## config.mk

```make
export PLATFORM = sky130hd
export DESIGN_NAME = stp_system_timing
export DESIGN_NICKNAME = d
export VERILOG_FILES = /design/src/stp_pkg.sv /design/src/stp_system_timing.sv /design/src/stp_divider.sv /design/src/stp_instr_timer.sv
export VERILOG_INCLUDE_DIRS = /design/src /design/src/src
export SDC_FILE = /design/constraint.sdc
export NUM_CORES = 1
export LEC_CHECK = 0
export BUFFER_PORTS_ARGS = -buffer_cell sky130_fd_sc_hd__buf_2
export CAP_MARGIN = 25
export CORE_MARGIN = 2
export CORE_UTILIZATION = 30
export DETAILED_ROUTE_END_ITERATION = 8
export GPL_ROUTABILITY_DRIVEN = 1
export GPL_TIMING_DRIVEN = 0
export PLACE_DENSITY = 0.53
export SYNTH_ARGS = -nofsm -noshare
export SYNTH_HDL_FRONTEND = slang
export SYNTH_HIERARCHICAL = 1
export SYNTH_SLANG_ARGS = --single-unit
```

## constraint.sdc

```tcl
create_clock -name clk -period 10.15 [get_ports clk]
set_clock_uncertainty 0.2 [all_clocks]
set_input_delay 1.5225 -clock clk [delete_from_list [all_inputs] [get_ports clk]]
set_output_delay 1.5225 -clock clk [all_outputs]
set_load 0.02 [all_outputs]
```

## src/stp_consts.svh

```systemverilog
// Register offsets, field positions and timing counts of the system timing prescalers
`ifndef STP_CONSTS_SVH
`define STP_CONSTS_SVH
`define STP_ADDR_MICROSECOND_PRESCALER_PRESCALER 8'hFB
`define STP_ADDR_MSEC_LOW 8'hFC
`define STP_ADDR_MSEC_HIGH 8'hFD
`define STP_ADDR_HUNDRED_MS_PRESCALER 8'hFE
`define STP_ADDR_FLASH_TIMING 8'hEF
`define STP_ADDR_PWM_CONTROL 8'hA1
`define STP_ADDR_PWM_PERIOD_LOW 8'hA2
`define STP_ADDR_PWM_PERIOD_HIGH 8'hA3
`define STP_PWM_SPEED_SELECT_BIT 3
`define STP_FLASH_TIMING_MSB 3
`define STP_FLASH_TIMING_LSB 0
`define STP_FLASH_WRITE_MULT 5
`define STP_CLKS_PER_INSTR 4
`define STP_RST_MICROSECOND_PRESCALER 8'h0B
`define STP_RST_MSEC 16'h2EDF
`define STP_RST_HUNDRED_MS_PRESCALER 8'h63
`define STP_RST_FLASH_TIMING 4'h6
`define STP_RST_PWM_CONTROL 8'h00
`define STP_RST_PWM_PERIOD 16'h0000
`endif

```

## src/stp_pkg.sv

```systemverilog
// Types shared by the system timing prescaler design
package stp_pkg;
  typedef enum logic [1:0] {
    STP_INSTR_ONE,
    STP_INSTR_TWO,
    STP_INSTR_FOUR
  } stp_instr_len_t;
  typedef logic [7:0] stp_sfr_addr_t;
  typedef logic [7:0] stp_sfr_data_t;
endpackage

```

## src/stp_system_timing.sv

```systemverilog
// System timing prescalers: instruction cycle, microsecond, millisecond and 100 ms time bases
// Operation
// - Instruction cycle is four system clocks
// - No twelve-clock instruction cycle option
// - Instructions take one, two or four cycles
// - One system clock drives all timing
// - Microsecond tick divides by register plus one
// - Microsecond tick feeds flash write, PWM
// - Millisecond tick divides by 16-bit value plus one
// - Millisecond tick feeds erase, interrupts, watchdog
// - Both ticks usable as auxiliary interrupt sources
// - Speed select clear picks microsecond PWM clock
// - PWM divides microsecond tick, or raw clock when speed select is set, by period registers plus one
// - Flash write period is microsecond_prescaler times 5(field+1)
// - 100 ms base counts value plus one ms
`timescale 1ns/1ps
module stp_system_timing (
  input wire logic clk,
  input wire logic rst_b,
  input wire logic ce,
  input wire logic sfr_wr,
  input wire logic sfr_rd,
  input wire stp_pkg::stp_sfr_addr_t sfr_addr,
  input wire stp_pkg::stp_sfr_data_t sfr_wdata,
  input wire stp_pkg::stp_instr_len_t instr_len,
  output stp_pkg::stp_sfr_data_t sfr_rdata,
  output logic sfr_hit,
  output logic instr_cycle,
  output logic instr_done,
  output logic microsecond_prescaler_tick,
  output logic msec_tick,
  output logic hms_tick,
  output logic pwm_clk_tick,
  output logic flash_write_tick,
  output logic microsecond_prescaler_aux_event,
  output logic msec_aux_event
);
  import stp_pkg::*;
  `include "stp_consts.svh"

  logic [7:0] microsecond_prescaler_q;
  logic [7:0] microsecond_prescaler_d;
  logic [15:0] msec_q;
  logic [15:0] msec_d;
  logic [7:0] hms_q;
  logic [7:0] hms_d;
  logic [3:0] ftm_q;
  logic [3:0] ftm_d;
  logic [7:0] pwm_control_q;
  logic [7:0] pwm_control_d;
  logic [15:0] pwmper_q;
  logic [15:0] pwmper_d;
  logic [7:0] rdata_q;
  logic [7:0] rdata_d;
  logic hit_q;
  logic hit_d;
  logic microsecond_prescaler_t;
  logic msec_t;
  logic hms_t;
  logic pwm_t;
  logic fw_t;
  logic [6:0] fw_limit;
  logic pwm_src;
  logic [5:0] out_d;
  logic [5:0] out_q;

  // Register writes steer every divider limit
  always_comb
  begin
    microsecond_prescaler_d = microsecond_prescaler_q;
    msec_d = msec_q;
    hms_d = hms_q;
    ftm_d = ftm_q;
    pwm_control_d = pwm_control_q;
    pwmper_d = pwmper_q;
    if (sfr_wr)
    begin
      unique case (sfr_addr)
        `STP_ADDR_MICROSECOND_PRESCALER_PRESCALER: microsecond_prescaler_d = sfr_wdata;
        `STP_ADDR_MSEC_LOW: msec_d[7:0] = sfr_wdata;
        `STP_ADDR_MSEC_HIGH: msec_d[15:8] = sfr_wdata;
        `STP_ADDR_HUNDRED_MS_PRESCALER: hms_d = sfr_wdata;
        `STP_ADDR_FLASH_TIMING: ftm_d = sfr_wdata[`STP_FLASH_TIMING_MSB:`STP_FLASH_TIMING_LSB];
        `STP_ADDR_PWM_CONTROL: pwm_control_d = sfr_wdata;
        `STP_ADDR_PWM_PERIOD_LOW: pwmper_d[7:0] = sfr_wdata;
        `STP_ADDR_PWM_PERIOD_HIGH: pwmper_d[15:8] = sfr_wdata;
        default: ;
      endcase
    end
  end

  // Read data is registered, so it appears one clock after the strobe
  always_comb
  begin
    rdata_d = 8'h00;
    hit_d = 1'b1;
    unique case (sfr_addr)
      `STP_ADDR_MICROSECOND_PRESCALER_PRESCALER: rdata_d = microsecond_prescaler_q;
      `STP_ADDR_MSEC_LOW: rdata_d = msec_q[7:0];
      `STP_ADDR_MSEC_HIGH: rdata_d = msec_q[15:8];
      `STP_ADDR_HUNDRED_MS_PRESCALER: rdata_d = hms_q;
      `STP_ADDR_FLASH_TIMING: rdata_d = {4'h0, ftm_q};
      `STP_ADDR_PWM_CONTROL: rdata_d = pwm_control_q;
      `STP_ADDR_PWM_PERIOD_LOW: rdata_d = pwmper_q[7:0];
      `STP_ADDR_PWM_PERIOD_HIGH: rdata_d = pwmper_q[15:8];
      default: hit_d = 1'b0;
    endcase
    if (!sfr_rd)
    begin
      rdata_d = rdata_q;
      hit_d = 1'b0;
    end
  end

  always_ff @(posedge clk or negedge rst_b)
  begin
    if (!rst_b)
    begin
      microsecond_prescaler_q <= `STP_RST_MICROSECOND_PRESCALER;
      msec_q <= `STP_RST_MSEC;
      hms_q <= `STP_RST_HUNDRED_MS_PRESCALER;
      ftm_q <= `STP_RST_FLASH_TIMING;
      pwm_control_q <= `STP_RST_PWM_CONTROL;
      pwmper_q <= `STP_RST_PWM_PERIOD;
      rdata_q <= 8'h00;
      hit_q <= 1'b0;
    end
    else if (ce)
    begin
      microsecond_prescaler_q <= microsecond_prescaler_d;
      msec_q <= msec_d;
      hms_q <= hms_d;
      ftm_q <= ftm_d;
      pwm_control_q <= pwm_control_d;
      pwmper_q <= pwmper_d;
      rdata_q <= rdata_d;
      hit_q <= hit_d;
    end
  end

  stp_instr_timer u_instr (
    .clk(clk),
    .rst_b(rst_b),
    .ce(ce),
    .instr_len(instr_len),
    .instr_cycle(instr_cycle),
    .instr_done(instr_done)
  );

  // All dividers run on clk alone
  stp_divider #(.WIDTH(8)) u_microsecond_prescaler (
    .clk(clk),
    .rst_b(rst_b),
    .ce(ce),
    .step(1'b1),
    .limit(microsecond_prescaler_q),
    .tick(microsecond_prescaler_t)
  );

  stp_divider #(.WIDTH(16)) u_msec (
    .clk(clk),
    .rst_b(rst_b),
    .ce(ce),
    .step(1'b1),
    .limit(msec_q),
    .tick(msec_t)
  );

  stp_divider #(.WIDTH(8)) u_hms (
    .clk(clk),
    .rst_b(rst_b),
    .ce(ce),
    .step(msec_t),
    .limit(hms_q),
    .tick(hms_t)
  );

  // Speed select set leaves the PWM on the raw clock
  assign pwm_src = pwm_control_q[`STP_PWM_SPEED_SELECT_BIT] ? 1'b1 : microsecond_prescaler_t;

  stp_divider #(.WIDTH(16)) u_pwm (
    .clk(clk),
    .rst_b(rst_b),
    .ce(ce),
    .step(pwm_src),
    .limit(pwmper_q),
    .tick(pwm_t)
  );

  // Field 0..15 gives 5..80 microsecond_prescaler ticks; 30-40 us is software's job
  assign fw_limit = 7'(({3'b000, ftm_q} + 7'd1) * 7'(`STP_FLASH_WRITE_MULT) - 7'd1);

  stp_divider #(.WIDTH(7)) u_fw (
    .clk(clk),
    .rst_b(rst_b),
    .ce(ce),
    .step(microsecond_prescaler_t),
    .limit(fw_limit),
    .tick(fw_t)
  );

  always_comb
  begin
    out_d = {microsecond_prescaler_t, msec_t, hms_t, pwm_t, fw_t, microsecond_prescaler_t};
  end

  always_ff @(posedge clk or negedge rst_b)
  begin
    if (!rst_b)
    begin
      out_q <= 6'h00;
    end
    else if (ce)
    begin
      out_q <= out_d;
    end
  end

  assign microsecond_prescaler_tick = out_q[5];
  assign msec_tick = out_q[4];
  assign hms_tick = out_q[3];
  assign pwm_clk_tick = out_q[2];
  assign flash_write_tick = out_q[1];
  assign microsecond_prescaler_aux_event = out_q[0];
  assign msec_aux_event = out_q[4];
  assign sfr_rdata = rdata_q;
  assign sfr_hit = hit_q;

  // Helper counter of clocks between microsecond ticks
  // A rewritten limit, or reset, spoils the period in flight, so that period is not judged
  logic [8:0] gap_q;
  logic microsecond_prescaler_dirty_q;
  always_ff @(posedge clk or negedge rst_b)
  begin
    if (!rst_b)
    begin
      gap_q <= 9'h000;
      microsecond_prescaler_dirty_q <= 1'b1;
    end
    else if (ce)
    begin
      gap_q <= microsecond_prescaler_t ? 9'h000 : 9'(gap_q + 9'h001);
      if (microsecond_prescaler_d != microsecond_prescaler_q)
      begin
        microsecond_prescaler_dirty_q <= 1'b1;
      end
      else if (microsecond_prescaler_t)
      begin
        microsecond_prescaler_dirty_q <= 1'b0;
      end
    end
  end

  property p_instr_period;
    @(posedge clk) disable iff (!rst_b) (ce && instr_cycle) |-> ##1 !instr_cycle;
  endproperty
  a_instr_period: assert property (p_instr_period) else $error("instruction cycle too short");

  property p_instr_every4;
    @(posedge clk) disable iff (!rst_b) ce[*5] |-> (instr_cycle || $past(instr_cycle) ||
      $past(instr_cycle, 2) || $past(instr_cycle, 3));
  endproperty
  a_instr_every4: assert property (p_instr_every4) else $error("instruction cycle missing");

  property p_microsecond_prescaler_period;
    @(posedge clk) disable iff (!rst_b)
      (ce && microsecond_prescaler_t && $stable(microsecond_prescaler_q) && !microsecond_prescaler_dirty_q && gap_q > 9'h000)
      |-> gap_q == {1'b0, microsecond_prescaler_q};
  endproperty
  a_microsecond_prescaler_period: assert property (p_microsecond_prescaler_period) else $error("microsecond tick period wrong");

  property p_microsecond_prescaler_out;
    @(posedge clk) disable iff (!rst_b) (ce && microsecond_prescaler_t) |=> microsecond_prescaler_tick && microsecond_prescaler_aux_event;
  endproperty
  a_microsecond_prescaler_out: assert property (p_microsecond_prescaler_out) else $error("microsecond tick not forwarded");

  property p_msec_out;
    @(posedge clk) disable iff (!rst_b) (ce && msec_t) |=> msec_tick && msec_aux_event;
  endproperty
  a_msec_out: assert property (p_msec_out) else $error("millisecond tick not forwarded");

  property p_hms_src;
    @(posedge clk) disable iff (!rst_b) (ce && $past(ce) && hms_t) |-> $past(msec_t);
  endproperty
  a_hms_src: assert property (p_hms_src) else $error("100 ms tick without ms tick");

  property p_pwm_src;
    @(posedge clk) disable iff (!rst_b)
      (ce && $past(ce) && pwm_t && !$past(pwm_control_q[`STP_PWM_SPEED_SELECT_BIT])) |-> $past(microsecond_prescaler_t);
  endproperty
  a_pwm_src: assert property (p_pwm_src) else $error("pwm tick without microsecond_prescaler tick");

  property p_fw_src;
    @(posedge clk) disable iff (!rst_b) (ce && $past(ce) && fw_t) |-> $past(microsecond_prescaler_t);
  endproperty
  a_fw_src: assert property (p_fw_src) else $error("flash write tick without microsecond_prescaler tick");

  property p_done_on_cycle;
    @(posedge clk) disable iff (!rst_b) instr_done |-> instr_cycle;
  endproperty
  a_done_on_cycle: assert property (p_done_on_cycle) else $error("instruction end off a cycle boundary");

  c_microsecond_prescaler: cover property (@(posedge clk) disable iff (!rst_b) microsecond_prescaler_tick);
  c_msec: cover property (@(posedge clk) disable iff (!rst_b) msec_tick);
  c_pwm: cover property (@(posedge clk) disable iff (!rst_b) pwm_clk_tick);
  c_fw: cover property (@(posedge clk) disable iff (!rst_b) flash_write_tick);
endmodule

```

## src/stp_divider.sv

```systemverilog
// Programmable modulo counter emitting a one-clock tick every value+1 input events
`timescale 1ns/1ps
module stp_divider #(
  parameter int WIDTH = 8
) (
  input wire logic clk,
  input wire logic rst_b,
  input wire logic ce,
  input wire logic step,
  input wire logic [WIDTH-1:0] limit,
  output logic tick
);
  logic [WIDTH-1:0] cnt_q;
  logic [WIDTH-1:0] cnt_d;
  logic tick_q;
  logic tick_d;

  always_comb
  begin
    cnt_d = cnt_q;
    tick_d = 1'b0;
    if (step)
    begin
      // A limit lowered below the count wraps at once, never runs away
      if (cnt_q >= limit)
      begin
        cnt_d = '0;
        tick_d = 1'b1;
      end
      else
      begin
        cnt_d = cnt_q + WIDTH'(1);
      end
    end
  end

  always_ff @(posedge clk or negedge rst_b)
  begin
    if (!rst_b)
    begin
      cnt_q <= '0;
      tick_q <= 1'b0;
    end
    else if (ce)
    begin
      cnt_q <= cnt_d;
      tick_q <= tick_d;
    end
  end

  assign tick = tick_q;
endmodule

```

## src/stp_instr_timer.sv

```systemverilog
// Fixed four-clock instruction cycle sequencer and instruction length counter
`timescale 1ns/1ps
module stp_instr_timer (
  input wire logic clk,
  input wire logic rst_b,
  input wire logic ce,
  input wire stp_pkg::stp_instr_len_t instr_len,
  output logic instr_cycle,
  output logic instr_done
);
  import stp_pkg::*;
  `include "stp_consts.svh"
  logic [1:0] phase_q;
  logic [1:0] phase_d;
  logic [1:0] left_q;
  logic [1:0] left_d;
  logic cyc_q;
  logic cyc_d;
  logic done_q;
  logic done_d;
  logic [1:0] need;

  always_comb
  begin
    unique case (instr_len)
      STP_INSTR_ONE: need = 2'd0;
      STP_INSTR_TWO: need = 2'd1;
      STP_INSTR_FOUR: need = 2'd3;
      default: need = 2'd0;
    endcase
    // No strap or register alters this ratio
    phase_d = 2'(phase_q + 2'd1);
    cyc_d = (phase_q == 2'(`STP_CLKS_PER_INSTR - 1));
    left_d = left_q;
    done_d = 1'b0;
    if (cyc_d)
    begin
      if (left_q == 2'd0)
      begin
        done_d = 1'b1;
        left_d = need;
      end
      else
      begin
        left_d = 2'(left_q - 2'd1);
      end
    end
  end

  always_ff @(posedge clk or negedge rst_b)
  begin
    if (!rst_b)
    begin
      phase_q <= 2'd0;
      left_q <= 2'd0;
      cyc_q <= 1'b0;
      done_q <= 1'b0;
    end
    else if (ce)
    begin
      phase_q <= phase_d;
      left_q <= left_d;
      cyc_q <= cyc_d;
      done_q <= done_d;
    end
  end

  assign instr_cycle = cyc_q;
  assign instr_done = done_q;
endmodule

```

# Yosys cells after proc, flatten, opt, wreduce, memory -nomap -nowiden
# Cells that the tools add are included.
[totals]
register_bits = 141
inputBits = 23
wordCells = 87
[op_classes]
add_sub_neg = 9
n_mul = 1
order_cmp = 5
eq_ne = 11
mux = 21
n_reduce_logical = 15
[ops]
columns = ["operator", "n"]
rows = [
  ["equality test 8 bit, second input constant", 8],
  ["one-hot mux 8 bit (8 select lines)", 1],
  ["adder 16 x 1 -> 16 bit, second input constant", 2],
  [">= comparator 16 bit", 2],
  ["two-way mux 16 bit", 2],
  ["AND reduction 3 bit", 8],
  ["adder 8 x 1 -> 8 bit, second input constant", 2],
  [">= comparator 8 bit", 2],
  ["two-way mux 8 bit", 2],
  ["two-way mux 1 bit", 13],
  ["AND reduction 2 bit", 5],
  ["OR reduction 8 bit", 1],
  ["adder 7 x 1 -> 7 bit, second input constant", 1],
  [">= comparator 7 bit", 1],
  ["multiplier 5 x 3 -> 7 bit, second input constant", 1],
  ["two-way mux 7 bit", 1],
  ["subtractor 7 x 1 -> 7 bit, second input constant", 1],
  ["adder 4 x 1 -> 5 bit, second input constant", 1],
  ["equality test 2 bit, second input constant", 2],
  ["one-hot mux 2 bit (2 select lines)", 1],
  ["adder 2 x 1 -> 2 bit, second input constant", 1],
  ["equality test 2 x 1 -> 1 bit, second input constant", 1],
  ["zero test 2 bit", 1],
  ["two-way mux 2 bit", 1],
  ["subtractor 2 x 1 -> 2 bit, second input constant", 1],
]

# Logic depth before layout (Yosys ltp)
# Gate-level depths: netlist (run 1).
[logic_depth]
word_depth = 6
ltp_mapped = 16

# Hierarchy
# The synthesis (run 1) kept the hierarchy.
[modules_own_cells]
columns = ["module", "n_inst", "cells_per_inst", "area_each_um2", "seq_area_each_um2"]
rows = [
  ["stp_system_timing", 1, 320, 3783.6, 1876.8],
  ["stp_divider at u_msec ...", 2, 137, 1248.7, 425.4],
  ["stp_divider at u_hms ...", 2, 71, 683.2, 225.2],
  ["stp_divider at u_fw", 1, 63, 566.8, 200.2],
  ["stp_instr_timer", 1, 24, 321.6, 150.1],
]

# Worst setup path before layout (run 1)
# OpenSTA, ideal clock, no wires.
[synth_timing]
kind = "flip-flop to flip-flop"
startpoint = "register ftm_q[0]"
endpoint = "register u_fw.cnt_q[3]"
setup_time_ns = 0.077
arrival_time_ns = 3.440
slack_ns = 6.433
path_stages_with_launch = 16
synth_period_minus_slack_ns = 3.717
cell_sequence = "dfrtp_1 clkbuf_1 inv_1 ha_1 inv_1 fa_1 inv_1 ha_1 o21ai_0 o21bai_1 xnor2_1 inv_1 ha_1 and4_1 a211o_1 a21oi_1"
[synth_between]
elab_chain_len = 5
[synth_rtl]
columns = ["element", "line_no", "source"]
rows = [
  ["start: declaration", "stp_system_timing.sv:47", "logic [3:0] ftm_q;"],
  ["start signal: assignment", "stp_system_timing.sv:122", "ftm_q <= `STP_RST_FLASH_TIMING;"],
  ["start signal: assignment", "stp_system_timing.sv:133", "ftm_q <= ftm_d;"],
  ["adder 4 x 1 -> 5 bit", "stp_system_timing.sv:191", "assign fw_limit = 7'(({3'b000, ftm_q} + 7'd1) * 7'(`STP_FLASH_WRITE_MULT) - 7'd1);"],
  ["multiplier 5 x 3 -> 7 bit", "stp_system_timing.sv:191", ""],
  ["subtractor 7 x 1 -> 7 bit", "stp_system_timing.sv:191", ""],
  ["via fw_limit[6]", "stp_system_timing.sv:62", "logic [6:0] fw_limit;"],
  [">= comparator 7 bit", "stp_divider.sv:25", "if (cnt_q >= limit)"],
  ["two-way mux 7 bit", "stp_divider.sv:25", ""],
  ["end signal: assignment", "stp_divider.sv:46", "cnt_q <= cnt_d;"],
  ["end: declaration", "stp_divider.sv:13", "logic [WIDTH-1:0] cnt_q;"],
]
# The timed path passes the listed nets, and every way through them passes these cells.
# A chain may end at the register's enable or synchronous reset.

# Worst setup path in the final report (run 1)
[layout_timing]
startpoint = "register ftm_q[0]"
endpoint = "register u_fw.cnt_q[2]"
# Same word-level chain as after synthesis.

==> impl_metrics.toml, run 1 <==
[die]
pin_count = 41
initial_core_util_pct = 30.6
fp.dieW_um = 173
coreArea_um2 = 27900
die_area_um2 = 29800
rows = 61
die_h_um = 173

[power]
switching_share_pct = 28.3
switchingPower_w = 0.000492
p_int_w = 0.00124
clock_power_share_pct = 41.1
power_frac_comb_pct = 20.3
peakVddDrop_v = 0.000113
powerDensity_nw_per_um2 = 175
leakage_nw = 4.63
pwr-share-seq_pct = 38.6

[sta]
worst_slack_ns = 5.98
finalCritPeriodShare_pct = 41.1
hold-worst-slack_ns = 0.273
fmax_ghz = 0.240
worst_pin_slew_ns = 0.981
fin_tns_setup_ns = 0
rsz0062_at_grt = "false"
finalMaxSlewViolations = 0
period_needed_ns = 4.17
final-hold-violation-count = 0
setup_viol = 0
slew_headroom_pct = 34.1

[clock_network]
holdBufCountCts = 0
ctsResizeCount = 0
clock_latency_ns = 0.43
cts_buffers = 17
cts.sinks = 140
post_cts_buffers = 0
cts-root-buf = "clkbuf_16"
clk_pin_slew_ns = 0.06
cts_tree = "built"
htree_num_levels = 4
clock_path_buffers = 2

[final_layout]
area_growth_syn_to_layout_pct = 16.2
nNetsFinal = 981
fin_area_um2 = 9920
fillers = 2878
finalNonFillerCells = 1277
drive_above_1_share_pct = 22.8
n_antenna_cell = 0

[global_route]
antenna_found_initial = 0
busiest_layer = "met2"
grt.total_usage_pct = 13.7
grt_pass1_vias = 6090
grt-ovfl-total = 0
gr-usage-met3_pct = 2.29
gr-usage-met1_pct = 19.0
grt_max_degree = 96
grt_pass1_wl_um = 32700
grtUsageMet2_pct = 21.5

[placement]
placed_area_um2 = 9250
hpwlAfterDp_um = 14600
port_buffers = 39
dp_cells = 1244
place_congestion = 0.791
dpl_worst_slack_ns = 5.75

[routing]
drtAntennaViolNets = 0
vias_per_cell = 4.77
drc = 0
drt_iter0_markers = 371
routed_wl_um = 19700
drt-wirelength-per-cell_um = 15.4
via_count = 6091
dr.pass1.iters = 4

[worst_setup_path]
slowest_delay_ns = 0.53
crit_chain = "clkbuf_1 > inv_1 > ha_1 > inv_1 > fa_1 > inv_1 > ha_1 > o21ai_0 > a2bb2oi_1 > inv_1 > ha_1 > o21ai_0 > nor2_1 > a211oi_1 > a221o_1"
arrival_ns = 4.33
start_kind = "flip-flop"
end_kind = "flip-flop"
cp_slowest_cell = "fa_1"
critPathMaxFanout = 8
cp.required_ns = 10.31
crit_type = "flip-flop to flip-flop"
worst_path_most_repeated_cell = "inv_1"
reg2reg_slack_ns = 5.98

[hold_path]
hold_path.class = "flip-flop to flip-flop"

[logic_synthesis]
synth_edf_count = 0
yosysWarnings = 6
synth_cell_types = 69
synth_top_area_cell = "dfrtp_1"
ys_ff_latch = 140
synth_top_area_share_pct = 35.2
ys.flop_type = "dfrtp_1"
synth_area_leaders = "dfrtp_1 35%, ha_1 10%, mux2_2 8.8%"
synth.most_common_cell = "dfrtp_1"
ys_seq_area_share_pct = 41.3
synthTopCellsByCount = "120 x dfrtp_1, 73 x inv_1, 71 x ha_1"
async_reset_ff_share_pct = 100
syn_area_um2 = 8540
avgSynthCellArea_um2 = 10.4
syn_inst = 823

[status]
outcome = "complete, no violations"

[flow_run]
drv_cap = 0
cells by family (layout without fill, tap and decap cells):
| family | after synthesis | after routing | synth area share (%) |
|---|---|---|---|
| other cells | 1 | 4 | 0.0439 |
| compound gates | 136 | 136 | 12.4 |
| simple gates | 248 | 248 | 15.3 |
| xor+xnor | 43 | 43 | 4.41 |
| fa+ha+maj | 72 | 72 | 10.6 |
| mux | 85 | 85 | 11.2 |
| flops | 140 | 140 | 41.3 |
| buf+inv | 98 | 171 | 4.73 |
worst paths after layout:
kind,depth (start not counted),endpoint,start
worst max-delay path,15,u_fw/cnt_q[2],ftm_q[0]
worst min-delay path,1,sfr_rdata[4],sfr_rdata[4]
worst max register to register,15,u_fw/cnt_q[2],ftm_q[0]
worst min register to register,1,sfr_rdata[4],sfr_rdata[4]
max in group asynchronous,2,msec_q[0],rst_b
min in group asynchronous,1,out_q[1],rst_b
layout make-up:
class	instances	area [um^2]	area share, %
flip-flops and latches	140	3530	35.6
inverters	73	274	2.76
clock inverters	12	218	2.20
clock buffers	20	447	4.50
repair buffers	41	234	2.36
plain buffers	25	130	1.31
well taps	378	473	4.77
multi-input cells	588	4610	46.5
power by group through the flow:
stage	Sequential (W)	Clock [W]	Combinational, W
global placement	0.000679	0	0.000350
global route	0.000679	0.000751	0.000402
finish	0.000670	0.000713	0.000353
detailed placement	0.000679	0	0.000358
floorplan	0.000674	0	0.000258
CTS	0.000671	0.000727	0.000359
per-stage QoR:
| step | power [W] | util (%) |
|---|---|---|
| floorplan | 0.000932 | - |
| global placement | 0.00103 | 33.0 |
| detailed placement | 0.00104 | 33.1 |
| CTS | 0.00176 | 35.5 |
| global route | 0.00183 | 35.5 |
| finish | 0.00174 | 35.5 |
layout by cell type, fill, tap and decap left out, types with 13 or more instances in the layout:
cell type / netlist / layout
and3_1: 20 / 20
mux2_2: 67 / 67
mux2i_1: 13 / 13
a21oi_1: 23 / 23
nand2_1: 59 / 59
clkbuf_16: 0 / 17
ha_1: 71 / 71
nor2b_1: 13 / 13
inv_1: 73 / 73
nor2_1: 59 / 59
dfstp_2: 20 / 20
xnor2_1: 16 / 16
o21ai_0: 33 / 33
nand4_1: 21 / 21
buf_2: 5 / 43
nand3_1: 16 / 16
dfrtp_1: 120 / 120
clkbuf_1: 15 / 17
xor2_1: 27 / 27
a21o_1: 14 / 14
sequential cells by signal, summed over array words and instances, names as in the netlist, 2 cells and up:
name / flops
msec_q: 16
pwmper_q: 16
u_msec/cnt_q: 16
u_pwm/cnt_q: 16
hms_q: 8
microsecond_prescaler_q: 8
pwm_control_q: 8
sfr_rdata: 8
u_hms/cnt_q: 8
u_microsecond_prescaler/cnt_q: 8
u_fw/cnt_q: 7
out_q: 5
ftm_q: 4
u_instr/left_q: 2
u_instr/phase_q: 2
critical path: cells and delay by family, from the launching register on:
kind                     cells  cell delay (ns)
adder cells (fa/ha/maj)      4             1.51
AO/OA/AOI/OAI                5             1.27
buffers and inverters        5             0.62
flip-flops                   1             0.41
AND/OR/NAND/NOR              1             0.09
per-layer routing:
metal	wire length, um	vias up
met5	0	-
met4	390	0
met3	565	22
met2	9030	82
met1	9670	2953
li1	-	3034
Power figures use the tool's default switching activity.
==> inputs of run 2 (changes only) <==
ABC_AREA = 1   (was unset)
clock period = 4.05 ns   (was 10.15 ns; I/O delays follow)
==> impl_metrics.toml, run 2 <==
[status]
outcome = "complete, no violations"

[power]
clock_power_share_pct = 33.9
peakVddDrop_v = 0.000278
finalPower_w = 0.00453
switching_share_pct = 36.3
pwr-share-seq_pct = 38.5
power_frac_comb_pct = 27.5
leakage_nw = 5.43
p_int_w = 0.00289
switchingPower_w = 0.00164
powerDensity_nw_per_um2 = 424

[final_layout]
n_antenna_cell = 0
finalNonFillerCells = 1619
nNetsFinal = 1305
area_growth_syn_to_layout_pct = 14.6
most-common-layout-cells = "314 x nand2_1, 147 x inv_1, 119 x dfrtp_1, 87 x nand3_1, 69 x ha_1"
drive_above_1_share_pct = 18.5
fin_area_um2 = 10700
mostFrequentLayoutCell = "nand2_1"
fillers = 3230

[sta]
final-hold-violation-count = 0
setup_viol = 0
worst_pin_slew_ns = 0.623
period_needed_ns = 3.75
fmax_ghz = 0.267
slew_headroom_pct = 58.5
finalCritPeriodShare_pct = 92.6
finalMaxSlewViolations = 0
rsz0062_at_grt = "false"

[worst_setup_path]
crit_type = "flip-flop to flip-flop"
crit_end = "u_fw/tick"
reg2reg_slack_ns = 0.30
cp.required_ns = 4.17
cp_top_family = "adder cells"
end_kind = "flip-flop"
cp.depth = 20
r2r_cells = 20
startpoint = "ftm_q[0]"
r2r_start = "ftm_q[0]"
arrival_ns = 3.87
slowest_delay_ns = 0.53
cp_slowest_cell = "fa_1"
crit_chain = "clkbuf_4 > inv_1 > ha_4 > inv_1 > fa_1 > inv_1 > ha_1 > nand2_1 > o21ai_0 > a21oi_1 > nand3_1 > nand2_1 > inv_1 > ha_1 > nand2_2 > inv_2 > a21oi_4 > nand3_4 > nand2_1 > nand2_1"
start_kind = "flip-flop"
path_buf_inv = 6
critPathMaxFanout = 8
rr_endpoint = "u_fw/tick"

[routing]
routed_wl_um = 22600
dr.pass1.iters = 4
drt_iter0_markers = 426
via_count = 7417
route.met2.wl_um = 10400
drtAntennaViolNets = 0
drt-wirelength-per-cell_um = 14.0
routed.top_layer = "met4"
wl_met1_um = 11400
vias_per_cell = 4.58
wl_met3_um = 449
drc = 0

[die]
pin_count = 41
fp.dieW_um = 180
initial_core_util_pct = 30.5
rows = 64
coreArea_um2 = 30600
die_area_um2 = 32500
die_h_um = 180

[logic_synthesis]
async_reset_ff_share_pct = 100
yosysWarnings = 6
syn_inst = 1144
ys_seq_area_share_pct = 37.8
synth_cell_types = 41
avgSynthCellArea_um2 = 8.16
synth_edf_count = 0
synth_top_area_share_pct = 32.2
synthTopCellsByCount = "314 x nand2_1, 148 x inv_1, 120 x dfrtp_1"
synth.most_common_cell = "nand2_1"
synth_area_leaders = "dfrtp_1 32%, nand2_1 13%, ha_1 9.5%"
syn_area_um2 = 9330
ys.flop_type = "dfrtp_1"
ys_ff_latch = 140
synth_top_area_cell = "dfrtp_1"

[clock_network]
clock_latency_ns = 0.43
cts.sinks = 140
clk_pin_slew_ns = 0.07
cts_buffers = 17
htree_num_levels = 4
cts-root-buf = "clkbuf_16"
cts_tree = "built"
clock_path_buffers = 2

[global_route]
grt_pass1_wl_um = 38100
grt-ovfl-total = 0
antenna_found_initial = 0
grt_max_degree = 82
grt.total_usage_pct = 14.6
grt_pass1_vias = 7233

[placement]
dp_cells = 1583
placed_area_um2 = 10100
port_buffers = 40
place_congestion = 0.810
hpwlAfterDp_um = 16800

[hold_path]
hold_path.class = "input pin to flip-flop"

[flow_run]
drv_cap = 0
run 2: changes by cell type after synthesis, sizes merged, moves of 14 or more:
cell	previous run	this run
nand2	62	339
inv	73	154
nand3	16	94
mux2	72	0
a21oi	25	70
o21a	2	47
and3	20	0
nor2	64	81
a21o	16	2
buf	10	24
run 2: kinds of logic (layout without fill, tap and decap cells):
family,after synthesis,count (layout),synth area share [%]
adder cells (fa/ha/maj),72,72,9.73
flip-flops,140,140,37.8
other,1,3,0.0402
AND/OR/NAND/NOR,551,551,29.4
buffers and inverters,184,261,8.94
XOR/XNOR,35,35,3.28
AO/OA/AOI/OAI,161,161,10.8
run 2: area by class of cell:
class	instances	area (um^2)	area share (%)
clock buffers	18	429	4.01
repair buffers	45	267	2.49
well taps	396	495	4.63
plain buffers	27	248	2.32
flip-flops and latches	140	3530	33.0
clock inverters	14	136	1.28
multi-input cells	822	5000	46.8
inverters	157	589	5.51
run 2: through the flow:
stage	setup TNS, ns	hold slack [ns]	setup WS, ns	utilization, %
global route	0	0.209	0.0132	35.0
floorplan	0	0.112	0.560	-
detailed placement	0	0.261	0.104	32.9
global placement	-6.29	0.264	-0.0675	32.8
CTS	0	0.181	0.0705	34.8
finish	0	0.194	0.298	35.0
run 2: what timing repair did:
action,CTS,global route
resized for setup,0,7
hold buffers,1,0
endpoints found under the setup margin,0,8
setup buffers,0,3
endpoints found under the hold margin,35,0
run 2: power by group through the flow:
stage	combinational, W	clock (W)	sequential, W
5_1_grt	0.00146	0.00164	0.00177
6_report	0.00125	0.00154	0.00175
3_3_place_gp	0.00123	0	0.00177
3_5_place_dp	0.00125	0	0.00177
2_1_floorplan	0.000917	0	0.00175
4_1_cts	0.00126	0.00158	0.00175
run 2: per-layer routing:
layer,vias up,GRT usage [%]
li1,3826,-
met1,3499,20.0
met2,72,23.3
met3,20,2.43
met4,0,5.00
met5,-,0
run 2: worst min-delay path by stage:
stage | start | end | cells after the start
after global placement | out_q[1] | out_q[1] | 2
after floorplan | rst_b | ftm_q[0] | 0
final | sfr_wdata[3] | ftm_q[3] | 3
after detailed placement | sfr_rdata[6] | sfr_rdata[6] | 2
after CTS | sfr_wdata[3] | ftm_q[3] | 3
after global routing | sfr_wdata[1] | ftm_q[1] | 3
run 2: worst register-to-register path, cell delays in order (launching register included):
cell and delay [ns]:
dfrtp_2 0.37, clkbuf_4 0.18, inv_1 0.10, ha_4 0.28, inv_1 0.05, fa_1 0.53, inv_1 0.04, ha_1 0.32
nand2_1 0.10, o21ai_0 0.08, a21oi_1 0.19, nand3_1 0.10, nand2_1 0.11, inv_1 0.05, ha_1 0.31, nand2_2 0.10
inv_2 0.05, a21oi_4 0.16, nand3_4 0.15, nand2_1 0.10, nand2_1 0.05
